`src/logic/pof_pkg.sv`:
```
`default_nettype none
// ****************************************************************
// Shared constants and carriers of the parallel output formatter
// ****************************************************************
package pof_pkg;

    // ************************************************************
    // Widths
    // ************************************************************
    localparam int           DATA_W            = 25;     // Parallel output width
    localparam int           ADDR_W            = 8;      // Register address width
    localparam int           REG_W             = 32;     // Register data width
    localparam int           PIN25_POS         = 24;     // Index of output pin 25
    localparam int           PIN24_POS         = 23;     // Index of output pin 24

    // ************************************************************
    // Register offsets
    // ************************************************************
    localparam logic [7:0]   ADDR_MODE         = 8'h00;  // Format and source selector
    localparam logic [7:0]   ADDR_POLARITY     = 8'h01;  // Output polarity selector
    localparam logic [7:0]   ADDR_UPDATE       = 8'h02;  // Refresh interval, milliseconds
    localparam logic [7:0]   ADDR_PIN_ROLE     = 8'h03;  // Top pin role selector
    localparam logic [7:0]   ADDR_OUT_WORD     = 8'h04;  // Read-only output word
    localparam logic [7:0]   ADDR_IRQ_STATUS   = 8'h05;  // Sticky events, write one clears
    localparam logic [7:0]   ADDR_IRQ_MASK     = 8'h06;  // Event enables
    localparam logic [7:0]   ADDR_TEST_WORD    = 8'hB1;  // Serial test word, test_word_access_code

    // ************************************************************
    // Mode selector codes
    // ************************************************************
    localparam logic [2:0]   MODE_MEAS_BIN     = 3'h0;   // Measurement, binary
    localparam logic [2:0]   MODE_MEAS_GRAY    = 3'h1;   // Measurement, Gray
    localparam logic [2:0]   MODE_MEAS_BCD     = 3'h2;   // Measurement, BCD
    localparam logic [2:0]   MODE_TEST_BIN     = 3'h3;   // Test word, binary
    localparam logic [2:0]   MODE_TEST_GRAY    = 3'h4;   // Test word, Gray
    localparam logic [2:0]   MODE_TEST_BCD     = 3'h5;   // Test word, BCD

    // ************************************************************
    // Reset values and limits
    // ************************************************************
    localparam logic [2:0]   MODE_RST          = 3'h0;   // Binary from measurement
    localparam logic         POLARITY_RST      = 1'b0;   // Normal polarity
    localparam logic [13:0]  UPDATE_RST        = 14'h000A; // 0.010 s
    localparam logic [13:0]  UPDATE_MIN        = 14'h0001; // 0.001 s
    localparam logic [13:0]  UPDATE_MAX        = 14'h270F; // 9.999 s
    localparam logic [3:0]   PIN_ROLE_RST      = 4'h0;   // Data and data
    localparam logic [3:0]   PIN_ROLE_MAX      = 4'hA;   // Highest role code
    localparam logic [24:0]  TEST_WORD_RST     = 25'h0000000; // Zero

    // ************************************************************
    // Timing
    // ************************************************************
    localparam int           CLK_HZ            = 40000000; // System clock rate
    localparam real          UPDATE_UNIT_S     = 0.001;    // Interval unit, seconds
    localparam int           MS_CYCLES         = int'(CLK_HZ * UPDATE_UNIT_S); // Cycles per unit

    // ************************************************************
    // Interrupt bits
    // ************************************************************
    localparam int           IRQ_W             = 2;      // Number of events
    localparam int           IRQ_REFRESH       = 0;      // Output refreshed
    localparam int           IRQ_ERROR         = 1;      // Error flag rose
    localparam logic [1:0]   IRQ_RST           = 2'h0;   // Cleared at reset

    // ************************************************************
    // Carriers
    // ************************************************************
    typedef struct packed {
        logic [DATA_W-1:0] word;                        // Scaled measurement, signed
        logic              error;                       // Core error flag
        logic              stable;                      // Core data-stable flag
    } pof_meas_s;

    typedef struct packed {
        logic [2:0]  mode;                              // Format and source
        logic        invert;                            // Output polarity
        logic [13:0] interval;                          // Refresh interval, ms
        logic [3:0]  pin_role;                          // Top pin role
    } pof_cfg_s;

endpackage : pof_pkg
`default_nettype wire

```
`src/logic/pof_formatter.sv`:
```
// Operation
// - Normal modes output the scaled measurement word
// - Selector 0,1,2 gives binary, Gray, BCD
// - Selector 3,4,5 encodes the test word
// - Polarity selector 1 inverts every output bit
// - Test word at access code, signed, resets 0
// - Refresh each interval, 0.001 to 9.999 s
// - Role 0 keeps data on pins 25, 24
// - Roles 1 to 3 place error flags
// - Roles 4, 5 place data-stable on pin 25
// - Roles 6 to 9 combine stable and error, role 10 puts stable and its inverse
`timescale 1ns/1ps
`default_nettype none
module pof_formatter #(
    parameter int MS_CYCLES = pof_pkg::MS_CYCLES         // Clock cycles per interval unit
) (
    input  wire logic                         clk_sys,
    input  wire logic                         srst,
    input  wire logic [pof_pkg::ADDR_W-1:0]   reg_addr,
    input  wire logic [pof_pkg::REG_W-1:0]    reg_wdata,
    input  wire logic                         reg_wr,
    input  wire logic                         reg_rd,
    output logic      [pof_pkg::REG_W-1:0]    reg_rdata,
    input  wire pof_pkg::pof_meas_s           meas,
    output logic      [pof_pkg::DATA_W-1:0]   par_out,
    output logic                              irq
);

    // ************************************************************
    // Encoding helpers
    // ************************************************************

    // Binary to reflected Gray
    function automatic logic [pof_pkg::DATA_W-1:0] to_gray(input logic [pof_pkg::DATA_W-1:0] v);
        to_gray = v ^ (v >> 1);
    endfunction : to_gray

    // Shift-add-three conversion; eight digits cover the full magnitude
    function automatic logic [31:0] to_bcd(input logic [pof_pkg::DATA_W-1:0] v);
        logic [31:0] d;
        d = 32'h00000000;
        for (int i = pof_pkg::DATA_W - 1; i >= 0; i--) begin
            for (int j = 0; j < 8; j++) begin
                if (d[4*j +: 4] >= 4'h5) begin
                    d[4*j +: 4] = d[4*j +: 4] + 4'h3;
                end
            end
            d = {d[30:0], v[i]};
        end
        to_bcd = d;
    endfunction : to_bcd

    // ************************************************************
    // Configuration registers
    // ************************************************************
    pof_pkg::pof_cfg_s              cfg_reg;             // Live configuration
    logic [pof_pkg::DATA_W-1:0]     test_word_reg;       // Serial test word
    logic [pof_pkg::IRQ_W-1:0]      irq_status_reg;      // Sticky events
    logic [pof_pkg::IRQ_W-1:0]      irq_mask_reg;        // Event enables
    logic [pof_pkg::DATA_W-1:0]     out_word_reg;        // Driven pin levels
    logic                           err_seen_reg;        // Error flag, last cycle
    logic [13:0]                    wr_interval;         // Requested interval
    logic                           test_in_range;       // Write fits signed range

    assign wr_interval   = reg_wdata[13:0];
    // Upper bits must all copy the sign for a legal test value
    assign test_in_range = (reg_wdata[31:24] == {8{reg_wdata[24]}});

    // Software writes; out-of-range mode, interval and role values keep the old setting
    always_ff @(posedge clk_sys) begin
        if (srst) begin
            cfg_reg.mode     <= pof_pkg::MODE_RST;
            cfg_reg.invert   <= pof_pkg::POLARITY_RST;
            cfg_reg.interval <= pof_pkg::UPDATE_RST;
            cfg_reg.pin_role <= pof_pkg::PIN_ROLE_RST;
            irq_mask_reg     <= pof_pkg::IRQ_RST;
        end else if (reg_wr) begin
            case (reg_addr)
                pof_pkg::ADDR_MODE: begin
                    // Codes above the test modes are not accepted
                    if (reg_wdata[31:0] <= 32'(pof_pkg::MODE_TEST_BCD)) begin
                        cfg_reg.mode <= reg_wdata[2:0];
                    end
                end
                pof_pkg::ADDR_POLARITY: begin
                    cfg_reg.invert <= reg_wdata[0];
                end
                pof_pkg::ADDR_UPDATE: begin
                    // Interval bounded to the documented span
                    if (reg_wdata[31:14] == 18'h00000 &&
                        wr_interval >= pof_pkg::UPDATE_MIN &&
                        wr_interval <= pof_pkg::UPDATE_MAX) begin
                        cfg_reg.interval <= wr_interval;
                    end
                end
                pof_pkg::ADDR_PIN_ROLE: begin
                    if (reg_wdata[31:0] <= 32'(pof_pkg::PIN_ROLE_MAX)) begin
                        cfg_reg.pin_role <= reg_wdata[3:0];
                    end
                end
                pof_pkg::ADDR_IRQ_MASK: begin
                    irq_mask_reg <= reg_wdata[pof_pkg::IRQ_W-1:0];
                end
                default: begin
                    // Other offsets hold nothing writable here
                end
            endcase
        end
    end

    // Test word lives at its serial access code
    always_ff @(posedge clk_sys) begin
        if (srst) begin
            test_word_reg <= pof_pkg::TEST_WORD_RST;
        end else if (reg_wr && reg_addr == pof_pkg::ADDR_TEST_WORD && test_in_range) begin
            test_word_reg <= reg_wdata[pof_pkg::DATA_W-1:0];
        end
    end

    // ************************************************************
    // Refresh timing
    // ************************************************************
    logic [31:0]                    unit_cnt_reg;        // Cycles within one unit
    logic [13:0]                    ivl_cnt_reg;         // Units within one interval
    logic                           unit_tick;           // Last cycle of a unit
    logic                           refresh;             // Output update instant

    assign unit_tick = (unit_cnt_reg == 32'(MS_CYCLES - 1));
    // A shortened interval takes effect at once: compare with >=
    assign refresh   = unit_tick && (ivl_cnt_reg >= cfg_reg.interval - 14'h0001);

    // Unit prescaler, free running
    always_ff @(posedge clk_sys) begin
        if (srst) begin
            unit_cnt_reg <= 32'h00000000;
        end else if (unit_tick) begin
            unit_cnt_reg <= 32'h00000000;
        end else begin
            unit_cnt_reg <= unit_cnt_reg + 32'h00000001;
        end
    end

    // Interval counter, restarts at each refresh
    always_ff @(posedge clk_sys) begin
        if (srst) begin
            ivl_cnt_reg <= 14'h0000;
        end else if (refresh) begin
            ivl_cnt_reg <= 14'h0000;
        end else if (unit_tick) begin
            ivl_cnt_reg <= ivl_cnt_reg + 14'h0001;
        end
    end

    // ************************************************************
    // Encoding path
    // ************************************************************
    logic [pof_pkg::DATA_W-1:0]     src_word;            // Selected source value
    logic [pof_pkg::DATA_W-1:0]     src_mag;             // Magnitude for BCD
    logic [31:0]                    src_bcd;             // Decimal digits
    logic [pof_pkg::DATA_W-1:0]     enc_word;            // Encoded word
    logic [pof_pkg::DATA_W-1:0]     role_word;           // After pin roles
    logic                           err_hi;              // Error, active high
    logic                           stb_hi;              // Data stable, active high

    // Source: measurement for codes 0..2, test word above
    always_comb begin
        if (cfg_reg.mode >= pof_pkg::MODE_TEST_BIN) begin
            src_word = test_word_reg;
        end else begin
            src_word = meas.word;
        end
    end

    // BCD carries the magnitude; the most negative value still fits
    assign src_mag = src_word[pof_pkg::DATA_W-1] ? (~src_word + 25'h0000001) : src_word;
    assign src_bcd = to_bcd(src_mag);

    // Format select; BCD keeps the low digits the pins can hold
    always_comb begin
        case (cfg_reg.mode)
            pof_pkg::MODE_MEAS_BIN,
            pof_pkg::MODE_TEST_BIN: begin
                enc_word = src_word;
            end
            pof_pkg::MODE_MEAS_GRAY,
            pof_pkg::MODE_TEST_GRAY: begin
                enc_word = to_gray(src_word);
            end
            pof_pkg::MODE_MEAS_BCD,
            pof_pkg::MODE_TEST_BCD: begin
                enc_word = src_bcd[pof_pkg::DATA_W-1:0];
            end
            default: begin
                enc_word = src_word;
            end
        endcase
    end

    assign err_hi = meas.error;
    assign stb_hi = meas.stable;

    // Top two pins take data, error or data-stable roles
    always_comb begin
        role_word = enc_word;
        case (cfg_reg.pin_role)
            4'h0: begin
                role_word = enc_word;
            end
            4'h1: begin
                role_word[pof_pkg::PIN25_POS] = err_hi;
            end
            4'h2: begin
                role_word[pof_pkg::PIN25_POS] = ~err_hi;
            end
            4'h3: begin
                role_word[pof_pkg::PIN25_POS] = err_hi;
                role_word[pof_pkg::PIN24_POS] = ~err_hi;
            end
            4'h4: begin
                role_word[pof_pkg::PIN25_POS] = stb_hi;
            end
            4'h5: begin
                role_word[pof_pkg::PIN25_POS] = ~stb_hi;
            end
            4'h6: begin
                role_word[pof_pkg::PIN25_POS] = stb_hi;
                role_word[pof_pkg::PIN24_POS] = err_hi;
            end
            4'h7: begin
                role_word[pof_pkg::PIN25_POS] = stb_hi;
                role_word[pof_pkg::PIN24_POS] = ~err_hi;
            end
            4'h8: begin
                role_word[pof_pkg::PIN25_POS] = ~stb_hi;
                role_word[pof_pkg::PIN24_POS] = err_hi;
            end
            4'h9: begin
                role_word[pof_pkg::PIN25_POS] = ~stb_hi;
                role_word[pof_pkg::PIN24_POS] = ~err_hi;
            end
            4'hA: begin
                role_word[pof_pkg::PIN25_POS] = stb_hi;
                role_word[pof_pkg::PIN24_POS] = ~stb_hi;
            end
            default: begin
                role_word = enc_word;
            end
        endcase
    end

    // ************************************************************
    // Output register
    // ************************************************************

    // Captured only at refresh, so pins never glitch between updates
    always_ff @(posedge clk_sys) begin
        if (srst) begin
            out_word_reg <= {pof_pkg::DATA_W{1'b0}};
        end else if (refresh) begin
            out_word_reg <= role_word ^ {pof_pkg::DATA_W{cfg_reg.invert}};
        end
    end

    assign par_out = out_word_reg;

    // ************************************************************
    // Interrupts
    // ************************************************************
    logic [pof_pkg::IRQ_W-1:0]      irq_set;             // Events this cycle
    logic [pof_pkg::IRQ_W-1:0]      irq_clr;             // Write-one clears

    assign irq_set[pof_pkg::IRQ_REFRESH] = refresh;
    assign irq_set[pof_pkg::IRQ_ERROR]   = meas.error & ~err_seen_reg;
    assign irq_clr = (reg_wr && reg_addr == pof_pkg::ADDR_IRQ_STATUS) ?
                     reg_wdata[pof_pkg::IRQ_W-1:0] : {pof_pkg::IRQ_W{1'b0}};

    // Error edge detector
    always_ff @(posedge clk_sys) begin
        if (srst) begin
            err_seen_reg <= 1'b0;
        end else begin
            err_seen_reg <= meas.error;
        end
    end

    // Sticky status; a new event beats a clear in the same cycle
    always_ff @(posedge clk_sys) begin
        if (srst) begin
            irq_status_reg <= pof_pkg::IRQ_RST;
        end else begin
            irq_status_reg <= (irq_status_reg & ~irq_clr) | irq_set;
        end
    end

    assign irq = |(irq_status_reg & irq_mask_reg);

    // ************************************************************
    // Read port
    // ************************************************************

    // Read data valid the cycle after the strobe, zero otherwise
    always_ff @(posedge clk_sys) begin
        if (srst) begin
            reg_rdata <= 32'h00000000;
        end else if (reg_rd) begin
            case (reg_addr)
                pof_pkg::ADDR_MODE:       reg_rdata <= 32'(cfg_reg.mode);
                pof_pkg::ADDR_POLARITY:   reg_rdata <= 32'(cfg_reg.invert);
                pof_pkg::ADDR_UPDATE:     reg_rdata <= 32'(cfg_reg.interval);
                pof_pkg::ADDR_PIN_ROLE:   reg_rdata <= 32'(cfg_reg.pin_role);
                pof_pkg::ADDR_OUT_WORD:   reg_rdata <= 32'(out_word_reg);
                pof_pkg::ADDR_IRQ_STATUS: reg_rdata <= 32'(irq_status_reg);
                pof_pkg::ADDR_IRQ_MASK:   reg_rdata <= 32'(irq_mask_reg);
                // Signed test word reads back sign-extended
                pof_pkg::ADDR_TEST_WORD:  reg_rdata <= {{7{test_word_reg[pof_pkg::DATA_W-1]}}, test_word_reg};
                default:                  reg_rdata <= 32'h00000000;
            endcase
        end else begin
            reg_rdata <= 32'h00000000;
        end
    end

endmodule : pof_formatter
`default_nettype wire

```
`config.mk`:
```
export PLATFORM = sky130hd
export DESIGN_NAME = pof_formatter
export DESIGN_NICKNAME = d
export VERILOG_FILES = /design/src/logic/pof_pkg.sv /design/src/logic/pof_formatter.sv
export SDC_FILE = /design/constraint.sdc
export NUM_CORES = 1
export LEC_CHECK = 0
export ABC_AREA = 0
export BUFFER_PORTS_ARGS = -buffer_cell sky130_fd_sc_hd__buf_2
export CORE_MARGIN = 2
export CORE_UTILIZATION = 37
export DETAILED_ROUTE_END_ITERATION = 10
export PLACE_DENSITY = 0.51
export SLEW_MARGIN = 20
export SYNTH_ARGS = -nofsm -noshare
export SYNTH_HDL_FRONTEND = slang
export SYNTH_SLANG_ARGS = --single-unit
```
`constraint.sdc`:
```
create_clock -name clk_sys -period 72.3 [get_ports clk_sys]
set_input_delay 18.075 -clock clk_sys [delete_from_list [all_inputs] [get_ports clk_sys]]
set_output_delay 18.075 -clock clk_sys [all_outputs]
set_load 0.005 [all_outputs]
```
==> qor.yml <==
die_area_um2: 56080
synth_top_area_share_pct: 14.87
ys_types: 128
drt-met1-wl_mm: 26.82
vias: 19940
clkLatencyLatePin_ps: 450
finClkSkew_ps: 17.66
htreeDepth: 4
reg2regPathDepth: 121
root_buffer: "clkbuf_16"
post-route-worst-setup-slack_ps: 29580
period_minus_slack_ps: 42720
die_w_um: 236.8
hold_buffers: 0
remaining_drc_errors: 0
max_freq_mhz: 23.41
cp_slowest_cell: "xor2_1"
hold_slack_ps: 466.0
grt_pass1_vias: 18900
tightest_slew_ps: 960.4
clk_path_buf_depth: 2
grt_first_pass_wirelength_mm: 95.45
hold_viol_final: 0
synth-edff-count: 0
rsz0062_at_grt: "false"
wire_per_inst_um: 17.06
wl_met2_mm: 28.17
r2r_slack_ps: 46130
post_cts_buffers: 0
async_reset_ff_share_pct: 0
drtAntennaViolNets: 0
clkSlewWorstSetupHoldPaths_ps: 60
reg2reg_from: "cfg_reg[20]$_SDFFE_PP0P_"
cp-end-kind: "register"
wl_mm: 58.50
avgSynthCellArea_um2: 7.620
ys_seq_elements: 149
portBuffers: 128
drt_iter0_markers: 1010
hpwl_mm: 46.80
cts_inserted_buffers: 17
yosysWarnings: 0
worstSetupStartpointType: "input pin"
track_usage_pct: 20.29
route.met3.wl_mm: 1.761
slew_headroom_pct: 35.73
fin_util_pct: 40.97
netlist_instances: 2632
final_nets: 2944
fp-row-count: 85
dr.pass1.iters: 7
worst_path_most_repeated_cell: "ha_1"
antenna_found_initial: 0
hold_path.class: "register to register"
slew_viol_final: 0
area_growth_pct: 9.720
largest_register_ff_count: 32
required_ps: 72630
drive_above_1_share_pct: 13.53
arrival_ps: 43060
post_cts_resized: 0
routed_via_density: 5.812
yosys-top-cells-count: "nor2_1 (291), nand2_1 (192), mux2i_1 (154), ha_1 (152)"
cts.sinks: 149
min_period_over_period_pct: 59.09
syn_nets: 2855
rr_endpoint: "par_out[1]$_SDFFE_PP0P_"
maxCapViolations: 0
worstHoldStart: "unit_cnt_reg[0]$_SDFF_PP0_"
crit_end: "par_out[1]$_SDFFE_PP0P_"
fin_setup_tns_ps: 0
synthFlopType: "dfxtp_1"
yosys-top-cells-area: "dfxtp_1 (15%), ha_1 (9.5%), mux2i_1 (7.7%)"
grt_max_degree: 50
crit_path_max_incr_delay_ps: 730
pre_cts_slack_ps: 29340
ioPinCount: 129
crit_type: "input pin to register"
die_h_um: 236.8
globalplace.congestion: 0.8993
finalSetupViolCount: 0
grt_overflow_total: 0
cts_tree: "built"
insertedDiodeCount: 0
status: "finished, final reports clean"
yosysMostFrequentCell: "nor2_1"
route.top_layer_used: "met4"
core_um2: 53710
yosysSeqAreaShare_pct: 14.87
initial_core_util_pct: 37.34
critical_path.startpoint: "meas[6]"
cp_max_fo: 13
synth_area_um2: 20060
synth_area_leader_cell: "dfxtp_1"
metal layers:
layer,vias to the layer above,GRT usage [%]
met1,9420,25.81
met2,383,35.94
met5,-,0
li1,10040,-
met4,0,6.617
met3,91,1.865
cell type report:
type / count / area (µm²)
fillers: 5465 / 31700
repair buffers: 147 / 783.3
well taps: 696 / 870.8
flip-flops and latches: 149 / 2983
clock buffers: 19 / 452.9
clock inverters: 13 / 137.6
multi-input cells: 2239 / 16150
inverters: 167 / 626.9
worst min path at each step:
stage	endpoint	slack, ps	cells past startpoint
2_1_floorplan	unit_cnt_reg[0]$_SDFF_PP0_	430	1
3_3_place_gp	unit_cnt_reg[0]$_SDFF_PP0_	440	1
3_5_place_dp	unit_cnt_reg[0]$_SDFF_PP0_	470	1
4_1_cts	unit_cnt_reg[0]$_SDFF_PP0_	480	1
5_1_grt	unit_cnt_reg[31]$_SDFF_PP0_	500	2
6_report	unit_cnt_reg[0]$_SDFF_PP0_	470	1
worst max-delay path, delay by kind of cell:
kind,cells,cell delay [ps]
AOI/OAI and AO/OA,27,6320
xor gates and xnor gates,15,4810
adders and majority gates,22,5290
buffers and inverters,9,830
muxes,5,1640
and+or+nand+nor,42,6050
cells by family (layout without fill, tap and decap cells):
group	after synthesis	in the layout	synth area share (%)
muxes	216	216	11.51
xor gates and xnor gates	126	126	6.027
buffers and inverters	244	346	4.791
adders and majority gates	154	154	9.583
and+or+nand+nor	975	975	24.15
AOI/OAI and AO/OA	768	768	29.07
DFF	149	149	14.87
through the flow:
stage / area (µm²) / instances
2_1_floorplan: 20060 / 2632
3_3_place_gp: 21410 / 3398
3_5_place_dp: 21410 / 3398
4_1_cts: 22000 / 3430
5_1_grt: 22000 / 3430
6_report: 22000 / 3430
cells in the final DEF (no fill, tap or decap), types with 24 or more instances in the layout:
master,instances
and3_1,38
nor2_1,290
nor2b_1,39
nor3_1,67
dfxtp_1,149
nand2b_1,50
buf_2,128
o21a_1,31
a211oi_1,33
inv_1,149
o21ai_1,46
and2_1,31
mux2i_1,153
xnor2_1,68
a31oi_1,27
o21ai_0,90
xor2_1,45
mux2_2,44
nand2_1,192
nand3_1,102
a21o_1,26
ha_1,152
o211ai_1,24
a21oi_1,143
Power is left out: the tool's default activity adds up to more than one toggle a clock period on the data nets, which glitch-free logic cannot reach.
